## config.mk

```make
export PLATFORM = sky130hd
export DESIGN_NAME = tpg_top
export DESIGN_NICKNAME = d
export VERILOG_FILES = /design/src/rtl/tpg_top.v
export VERILOG_INCLUDE_DIRS = /design/src /design/src/rtl
export SDC_FILE = /design/constraint.sdc
export NUM_CORES = 1
export LEC_CHECK = 0
export ABC_AREA = 1
export BUFFER_PORTS_ARGS = -buffer_cell sky130_fd_sc_hd__buf_2
export CORE_ASPECT_RATIO = 1.1
export CORE_MARGIN = 3
export CORE_UTILIZATION = 45
export DETAILED_ROUTE_END_ITERATION = 7
export PLACE_DENSITY = 0.78
export SETUP_SLACK_MARGIN = 0.02
export SLEW_MARGIN = 20
export SYNTH_ARGS = -nofsm -noshare
export SYNTH_HDL_FRONTEND = slang
export SYNTH_SLANG_ARGS = --single-unit
```

## constraint.sdc

```tcl
create_clock -name aclk -period 1.57 [get_ports aclk]
set_clock_uncertainty 0.15 [all_clocks]
set_input_delay 0.314 -clock aclk [delete_from_list [all_inputs] [get_ports aclk]]
set_output_delay 0.314 -clock aclk [all_outputs]
set_load 0.005 [all_outputs]
```

## src/rtl/tpg_map.vh

```
// Purpose: Register map, field positions and reset values of the
//          three-port GPIO block with peripheral override.
// Assumes: Register indices are multiplied by four to form byte addresses.
// Notes:   Definitions only.
//
// Summary of operation
// Direction one makes first-port pin input.
// Direction zero drives first-port latch onto pin.
// First port eight bidirectional bits, per-bit direction.
// Enabled peripheral overrides first-port direction bit.
// Per-pin select chooses latch or peripheral value.
// Peripheral enable counts only while selected.
// Fixed peripheral sharing on first-port pins zero-seven.
// First-port direction resets to all ones.
// Second port eight bits, per-bit direction.
// Parallel-mode bit four makes second port parallel.
// Second/third ports removable by build parameter.
// Third-port register: status high, bit three zero.
// Third port three pins, per-bit direction.
// Parallel mode: third pins are read/write/select strobes.
// Software sets strobe pins input and digital first.
// Analog-selected third-port pins read as zero.
// Third-port direction drives pins even when analog.
// After reset third-port pins are analog, read zero.
// Status: word waiting, word pending, overwrite flag.
// Waiting/pending read-only; overwrite/mode writable, reset zero.
// Data writes set latch; reads return sampled pins.
`ifndef TPG_MAP_VH
`define TPG_MAP_VH

// ==========================================================================
// Register indices (byte address is four times the index)
// ==========================================================================
`define TPG_IDX_P1_DATA   10'h007
`define TPG_IDX_P2_DATA   10'h008
`define TPG_IDX_P3_DATA   10'h009
`define TPG_IDX_P1_DIR    10'h087
`define TPG_IDX_P2_DIR    10'h088
`define TPG_IDX_P3_DIRST  10'h089
`define TPG_IDX_ANALOG    10'h09F

// ==========================================================================
// Third-port direction/status fields
// ==========================================================================
`define TPG_BIT_WAITING   7
`define TPG_BIT_PENDING   6
`define TPG_BIT_OVERWRITE 5
`define TPG_BIT_PARALLEL  4

// ==========================================================================
// Reset values
// ==========================================================================
`define TPG_RST_DIR8      8'hFF
`define TPG_RST_DIR3      3'h7
`define TPG_RST_ANALOG    3'h7
`define TPG_RST_LATCH8    8'h00
`define TPG_RST_LATCH3    3'h0

// ==========================================================================
// Bus answers
// ==========================================================================
`define TPG_RESP_OKAY     2'h0
`define TPG_RESP_SLVERR   2'h2

`endif

```

## src/rtl/tpg_top.v

```verilog
// Purpose: Three GPIO ports behind an AXI4-Lite slave: a first port whose
//          pins may be taken over by on-chip peripherals, a second port
//          with a parallel microprocessor mode, and a third port of three
//          strobe/analog pins.
// Assumes: Pin inputs are synchronous to aclk; peripherals sit outside.
// Notes:   Setting HAS_WIDE to zero removes the second and third ports.
`timescale 1ns/1ps
`include "tpg_map.vh"

module tpg_top #(
  parameter HAS_WIDE = 1
) (
  input  wire        aclk,
  input  wire        aresetn,
  input  wire [11:0] s_axi_awaddr,
  input  wire        s_axi_awvalid,
  output wire        s_axi_awready,
  input  wire [31:0] s_axi_wdata,
  input  wire [3:0]  s_axi_wstrb,
  input  wire        s_axi_wvalid,
  output wire        s_axi_wready,
  output reg  [1:0]  s_axi_bresp,
  output reg         s_axi_bvalid,
  input  wire        s_axi_bready,
  input  wire [11:0] s_axi_araddr,
  input  wire        s_axi_arvalid,
  output wire        s_axi_arready,
  output reg  [31:0] s_axi_rdata,
  output reg  [1:0]  s_axi_rresp,
  output reg         s_axi_rvalid,
  input  wire        s_axi_rready,
  input  wire [7:0]  p1_pin_i,
  output wire [7:0]  p1_pin_o,
  output wire [7:0]  p1_pin_oe,
  input  wire [7:0]  periph_sel,
  input  wire [7:0]  periph_out,
  input  wire [7:0]  periph_oe,
  output wire [7:0]  periph_in,
  input  wire [7:0]  p2_pin_i,
  output wire [7:0]  p2_pin_o,
  output wire [7:0]  p2_pin_oe,
  input  wire [2:0]  p3_pin_i,
  output wire [2:0]  p3_pin_o,
  output wire [2:0]  p3_pin_oe,
  output wire [2:0]  analog_sel
);

  // ========================================================================
  // State
  // ========================================================================
  reg  [7:0] p1_latch_r;
  reg  [7:0] p1_dir_r;
  reg  [7:0] p2_latch_r;
  reg  [7:0] p2_dir_r;
  reg  [7:0] p2_in_word_r;
  reg  [2:0] p3_latch_r;
  reg  [2:0] p3_dir_r;
  reg  [2:0] analog_r;
  reg        par_mode_r;
  reg        waiting_r;
  reg        pending_r;
  reg        overwrite_r;
  reg  [7:0] p1_samp_r;
  reg  [7:0] p2_samp_r;
  reg  [2:0] p3_samp_r;
  reg        wr_act_r;
  reg        rd_act_r;

  wire       wide = (HAS_WIDE != 0);
  wire       par  = wide & par_mode_r;

  // ========================================================================
  // Parallel-port strobes, taken from sampled third-port pins
  // ========================================================================
  // The strobes are used raw: software must already have set these pins to
  // digital inputs before enabling parallel mode.
  wire rd_n   = p3_samp_r[0];
  wire wr_n   = p3_samp_r[1];
  wire cs_n   = p3_samp_r[2];
  wire wr_act = par & ~cs_n & ~wr_n;
  wire rd_act = par & ~cs_n & ~rd_n;
  wire wr_end = wr_act_r & ~wr_act;
  wire rd_beg = rd_act & ~rd_act_r;

  // ========================================================================
  // Bus decode
  // ========================================================================
  wire       wr_go  = s_axi_awvalid & s_axi_wvalid & ~s_axi_bvalid;
  wire       rd_go  = s_axi_arvalid & ~s_axi_rvalid;
  wire [9:0] wr_idx = s_axi_awaddr[11:2];
  wire [9:0] rd_idx = s_axi_araddr[11:2];
  wire       wr_b0  = wr_go & s_axi_wstrb[0];
  wire [7:0] wd     = s_axi_wdata[7:0];

  assign s_axi_awready = wr_go;
  assign s_axi_wready  = wr_go;
  assign s_axi_arready = rd_go;

  wire wr_p1d = wr_b0 & (wr_idx == `TPG_IDX_P1_DATA);
  wire wr_p1t = wr_b0 & (wr_idx == `TPG_IDX_P1_DIR);
  wire wr_p2d = wr_b0 & wide & (wr_idx == `TPG_IDX_P2_DATA);
  wire wr_p2t = wr_b0 & wide & (wr_idx == `TPG_IDX_P2_DIR);
  wire wr_p3d = wr_b0 & wide & (wr_idx == `TPG_IDX_P3_DATA);
  wire wr_p3t = wr_b0 & wide & (wr_idx == `TPG_IDX_P3_DIRST);
  wire wr_an  = wr_b0 & wide & (wr_idx == `TPG_IDX_ANALOG);
  wire rd_p2d = rd_go & wide & (rd_idx == `TPG_IDX_P2_DATA);

  wire wr_hit = (wr_idx == `TPG_IDX_P1_DATA) | (wr_idx == `TPG_IDX_P1_DIR) |
                (wide & ((wr_idx == `TPG_IDX_P2_DATA) |
                         (wr_idx == `TPG_IDX_P2_DIR)  |
                         (wr_idx == `TPG_IDX_P3_DATA) |
                         (wr_idx == `TPG_IDX_P3_DIRST) |
                         (wr_idx == `TPG_IDX_ANALOG)));

  // ========================================================================
  // Read data mux
  // ========================================================================
  reg [7:0] rd_byte;
  reg       rd_hit;
  wire [7:0] dir_status = {waiting_r, pending_r, overwrite_r, par_mode_r,
                           1'b0, p3_dir_r};

  always @* begin
    rd_byte = 8'h00;
    rd_hit  = 1'b1;
    case (rd_idx)
      `TPG_IDX_P1_DATA:  rd_byte = p1_samp_r;
      `TPG_IDX_P1_DIR:   rd_byte = p1_dir_r;
      `TPG_IDX_P2_DATA:
        if (wide) begin
          // In parallel mode the word written by the external master is
          // returned; otherwise the sampled pins are.
          rd_byte = par ? p2_in_word_r : p2_samp_r;
        end else begin
          rd_hit = 1'b0;
        end
      `TPG_IDX_P2_DIR: begin
        rd_byte = wide ? p2_dir_r : 8'h00;
        rd_hit  = wide;
      end
      `TPG_IDX_P3_DATA: begin
        rd_byte = wide ? {5'h00, p3_samp_r & ~analog_r} : 8'h00;
        rd_hit  = wide;
      end
      `TPG_IDX_P3_DIRST: begin
        rd_byte = wide ? dir_status : 8'h00;
        rd_hit  = wide;
      end
      `TPG_IDX_ANALOG: begin
        rd_byte = wide ? {5'h00, analog_r} : 8'h00;
        rd_hit  = wide;
      end
      default:           rd_hit  = 1'b0;
    endcase
  end

  // ========================================================================
  // Bus responses
  // ========================================================================
  always @(posedge aclk) begin
    if (!aresetn) begin
      s_axi_bvalid <= 1'b0;
      s_axi_bresp  <= `TPG_RESP_OKAY;
      s_axi_rvalid <= 1'b0;
      s_axi_rresp  <= `TPG_RESP_OKAY;
      s_axi_rdata  <= 32'h00000000;
    end else begin
      if (wr_go) begin
        s_axi_bvalid <= 1'b1;
        s_axi_bresp  <= wr_hit ? `TPG_RESP_OKAY : `TPG_RESP_SLVERR;
      end else if (s_axi_bready) begin
        s_axi_bvalid <= 1'b0;
      end
      if (rd_go) begin
        s_axi_rvalid <= 1'b1;
        s_axi_rresp  <= rd_hit ? `TPG_RESP_OKAY : `TPG_RESP_SLVERR;
        s_axi_rdata  <= {24'h000000, rd_byte};
      end else if (s_axi_rready) begin
        s_axi_rvalid <= 1'b0;
      end
    end
  end

  // ========================================================================
  // Pin sampling and strobe history
  // ========================================================================
  always @(posedge aclk) begin
    if (!aresetn) begin
      p1_samp_r <= 8'h00;
      p2_samp_r <= 8'h00;
      p3_samp_r <= 3'h7;
      wr_act_r  <= 1'b0;
      rd_act_r  <= 1'b0;
    end else begin
      p1_samp_r <= p1_pin_i;
      p2_samp_r <= wide ? p2_pin_i : 8'h00;
      p3_samp_r <= wide ? p3_pin_i : 3'h7;
      wr_act_r  <= wr_act;
      rd_act_r  <= rd_act;
    end
  end

  // ========================================================================
  // Configuration registers and data latches
  // ========================================================================
  always @(posedge aclk) begin
    if (!aresetn) begin
      p1_latch_r <= `TPG_RST_LATCH8;
      p1_dir_r   <= `TPG_RST_DIR8;
      p2_latch_r <= `TPG_RST_LATCH8;
      p2_dir_r   <= `TPG_RST_DIR8;
      p3_latch_r <= `TPG_RST_LATCH3;
      p3_dir_r   <= `TPG_RST_DIR3;
      analog_r   <= `TPG_RST_ANALOG;
      par_mode_r <= 1'b0;
    end else begin
      if (wr_p1d) p1_latch_r <= wd;
      if (wr_p1t) p1_dir_r   <= wd;
      if (wr_p2d) p2_latch_r <= wd;
      if (wr_p2t) p2_dir_r   <= wd;
      if (wr_p3d) p3_latch_r <= wd[2:0];
      if (wr_an)  analog_r   <= wd[2:0];
      if (wr_p3t) begin
        p3_dir_r   <= wd[2:0];
        par_mode_r <= wd[`TPG_BIT_PARALLEL];
      end
    end
  end

  // ========================================================================
  // Parallel-port status flags
  // ========================================================================
  always @(posedge aclk) begin
    if (!aresetn) begin
      waiting_r    <= 1'b0;
      pending_r    <= 1'b0;
      overwrite_r  <= 1'b0;
      p2_in_word_r <= 8'h00;
    end else begin
      // The word is taken from the pins sampled on the same edge that saw the
      // strobes released, so the master must still hold data as it drops the strobe.
      if (wr_end) p2_in_word_r <= p2_samp_r;
      if (!par) begin
        waiting_r <= 1'b0;
        pending_r <= 1'b0;
      end else begin
        if (wr_end)      waiting_r <= 1'b1;
        else if (rd_p2d) waiting_r <= 1'b0;
        if (wr_p2d)      pending_r <= 1'b1;
        else if (rd_beg) pending_r <= 1'b0;
      end
      // Overwrite is sticky across mode changes; only software clears it.
      if (wr_end & waiting_r) overwrite_r <= 1'b1;
      else if (wr_p3t) overwrite_r <= wd[`TPG_BIT_OVERWRITE];
    end
  end

  // ========================================================================
  // Pin drivers
  // ========================================================================
  genvar gi;
  generate
    for (gi = 0; gi < 8; gi = gi + 1) begin : g_p1
      // Direction one releases the driver, zero drives the latch.
      assign p1_pin_oe[gi] = periph_sel[gi] ? periph_oe[gi]
                                            : ~p1_dir_r[gi];
      assign p1_pin_o[gi]  = periph_sel[gi] ? periph_out[gi]
                                            : p1_latch_r[gi];
    end
  endgenerate

  // Pin 0/1: low-rate oscillator, pin 1 also compare two, pin 2 compare
  // one, pins 3..5 serial clock/in/out, pins 6/7 USART; the peripherals
  // see the sampled pins and own their select/enable per bit.
  assign periph_in = p1_samp_r;

  // In parallel mode the direction register is ignored: the external
  // master reading the device is what turns the drivers on.
  assign p2_pin_oe = ~wide ? 8'h00 :
                     par   ? {8{rd_act}} : ~p2_dir_r;
  assign p2_pin_o  = wide ? p2_latch_r : 8'h00;

  // Analog selection does not release the drivers.
  assign p3_pin_oe  = wide ? ~p3_dir_r : 3'h0;
  assign p3_pin_o   = wide ? p3_latch_r : 3'h0;
  assign analog_sel = wide ? analog_r : 3'h0;

endmodule

```

==> run_results.csv <==
group,metric,value,unit
status,run_status,"complete, but fails checks",
status,failing_checks,"setup timing",
die,fp.dieH,108,um
clock_network,cts_sinks,86,
cells_and_area,post-route-cell-area,5800,um^2
placed_design,dpl_cell_area,5120,um^2
grt,global_route.overflow_total,0,
die,row_count,36,
timing,achievable-frequency,609,MHz
worst_hold_path,hold_start,"s_axi_rready",
worst_setup_path,path_class,"flop to output pin",
worst_setup_path,r2r.worst_path.cells,9,
worst_setup_path,critPathLaunchType,"flop",
route,wl_per_cell,13.8,um
worst_hold_path,worstHoldEndpoint,"s_axi_rvalid",
timing,maxSlewHeadroom,61.4,%
timing,finalHoldViolations,0,
route,via_to_cell_ratio,5.00,
synthesis,ys_types,35,
timing,final-max-slew-violation-count,0,
placed_design,buffer_ports.inserted,142,
route,drc,0,
synthesis,synthesis.area,4240,um^2
die,fp.coreArea,9010,um^2
worst_setup_path,worst_ep_arrival_time,1.18,ns
cells_and_area,final_net_count,876,
synthesis,netlist_top_cells_area,"sky130_fd_sc_hd__dfxtp_1, sky130_fd_sc_hd__nand2_1, sky130_fd_sc_hd__o21ai_0",
synthesis,synth.top_cell.area_share,40.6,%
worst_setup_path,r2r-start,"s_axi_bvalid",
clock_network,cts_tree,"yes",
clock_network,cts.htree.levels,3,
die,start_util,47.1,%
synthesis,synthDominantAreaCellType,"sky130_fd_sc_hd__dfxtp_1",
job,drv_cap,0,
die,die-width,98.6,um
timing,finalCritPeriodShare,105,%
worst_setup_path,worst_setup_path_end_kind,"output pin",
die,die_area,10600,um^2
power_and_ir_drop,power.total,4.34,mW
worst_hold_path,class_of_the_tightest_hold_or_removal_check,"input port to flop",
grt,via_count_of_the_first_global_routing_pass,4109,
clock_network,cts-buffers-inserted,9,
power_and_ir_drop,static-leakage-power,2.92,nW
clock_network,clock_latency,0.36,ns
cells_and_area,diodes_inserted,0,
grt,antenna_found_initial,0,
timing,rsz0062_at_grt,"yes",
worst_setup_path,worst_ep_required_time,1.11,ns
power_and_ir_drop,worst_ir_drop_vdd,0.471,mV
placed_design,hpwl,8720,um
synthesis,ys_seq_elements,86,
synthesis,yosysWarnings,0,
clock_network,clockBufferDepth,2,
worst_setup_path,largest_fanout_of_any_net_on_the_critical_path,6,
worst_hold_path,holdPathStages,4,
timing,finalSetupViolCount,13,
timing,worst_slack,-0.0724,ns
cells_and_area,areaGrowthSynthToFinish,36.8,%
route,dr.pass1.iters,5,
clock_network,cts-root-buf,"sky130_fd_sc_hd__clkbuf_8",
grt,grt_start_max_net_pins,36,
cells_and_area,layout_common_cells,"sky130_fd_sc_hd__buf_2, sky130_fd_sc_hd__nand2_1, sky130_fd_sc_hd__dfxtp_1",
timing,tightest_slew,0.575,ns
route,drt-initial-drc-count,272,
placed_design,routabilityCongestion,0.877,
route,detail-route-antenna-nets,0,
worst_setup_path,r2r_end,"overwrite_r",
power_and_ir_drop,power_density,747,nW/um^2
placed_design,pre_cts_slack,-0.194,ns
cells_and_area,mostFrequentLayoutCell,"sky130_fd_sc_hd__buf_2",
cells_and_area,drive_gt1_share,36.2,%
route,finalWirelength,12200,um
timing,final_period_minus_worst_setup_slack,1.64,ns
grt,grt_first_pass_wirelength,19000,um
synthesis,synth.yosys.seq_area_share,40.6,%
die,boundaryPins,200,
synthesis,postSynthAreaPerCell,7.34,um^2
grt,grt_use_total,22.2,%
clock_network,clk_transition_reported_paths,0.09,ns
route,dr_total_vias,4423,
synthesis,post_synth_inst_count,578,
worst_setup_path,regToRegSetupSlack,-0.03,ns
-- report_power, final --
part	internal [mW]	switching, mW	total, mW
registers	2.22	0.0234	2.24
logic	0.240	0.288	0.528
clock network	0.737	0.829	1.57
-- layout make-up --
class	instances	area (um^2)
Clock buffer	9	124
Clock inverter	7	73.8
Fill cell	757	3210
Inverter	84	327
Multi-Input combinational cell	390	2170
Sequential cell	86	1730
Tap cell	114	143
Timing Repair Buffer	194	1230
Timing Repair inverter	1	7.51
-- cells in the mapped netlist, drive strengths merged --
library cell  number
nand2            139
dfxtp             86
inv               83
o21ai             67
a21oi             44
nor2              44
buf               38
o211ai            23
nand3             20
nand4              9
clkbuf             8
nor3b              5
nor4               3
or2                3
a22oi              1
a31oi              1
clkinv             1
conb               1
nor3               1
o22ai              1
-- metrics by stage --
step | hold slack [ns] | cells | TNS (ns) | util [%]
2_1_floorplan | 0.262 | 603 | 0 | -
3_3_place_gp | 0.278 | 839 | -2.46 | 56.8
3_5_place_dp | 0.285 | 839 | -5.75 | 56.8
4_1_cts | 0.0376 | 884 | -0.499 | 63.4
5_1_grt | 0.0718 | 885 | -3.96 | 64.4
6_report | 0.0719 | 885 | -0.601 | 64.4
-- sequential cells by signal, indices dropped and copies added (netlist names), 3 cells and up --
register      flops
p3_dir_r          3
p1_latch_r        8
p3_pin_o          3
p2_dir_r          8
periph_in         8
p2_pin_o          8
p2_samp_r         8
p2_in_word_r      8
analog_sel        3
s_axi_rdata       8
p3_samp_r         3
p1_dir_r          8
-- how the worst max path moves through the flow --
stage | cells past startpoint | slack (ns) | end | from
after floorplan | 7 | 0.07 | p2_pin_o[6] | s_axi_awaddr[7]
after global placement | 10 | -0.11 | s_axi_rdata[2] | s_axi_araddr[7]
after detailed placement | 9 | -0.19 | overwrite_r | s_axi_awaddr[11]
after CTS | 5 | -0.05 | s_axi_awready | s_axi_bvalid
after global routing | 3 | -0.11 | p2_pin_oe[7] | par
final | 3 | -0.07 | p2_pin_oe[4] | par
-- repair_timing --
item | 4_1_cts | 5_1_grt
gates resized for setup | 46 | 47
endpoints found under the setup margin | 18 | 67
pin swaps | 13 | 5
cloned | 3 | 1
setup buffers | 7 | 0
hold endpoints to repair | 19 | 0
hold buffers | 19 | 0
-- worst max-delay path: stages, from the launching register on --
cell and delay, ns:
sky130_fd_sc_hd__dfxtp_4 0.39, sky130_fd_sc_hd__buf_6 0.15, sky130_fd_sc_hd__o21ai_2 0.14, sky130_fd_sc_hd__buf_2 0.14
-- routing by layer --
metal	vias to the layer above	routed length [um]	global-route usage (%)
met4	0	368	10.2
met2	209	6020	38.6
met3	36	789	3.11
met1	1985	5000	27.1
met5	-	0	0
li1	2193	-	-
-- cell families after synthesis --
kind of cell | synth area share [%]
AO/OA/AOI/OAI | 18.9
AND/OR/NAND/NOR | 25.6
flip-flops | 40.6
buffers and inverters | 14.9
other | 0.0884
Note: power is estimated with default switching activity, not from simulation.
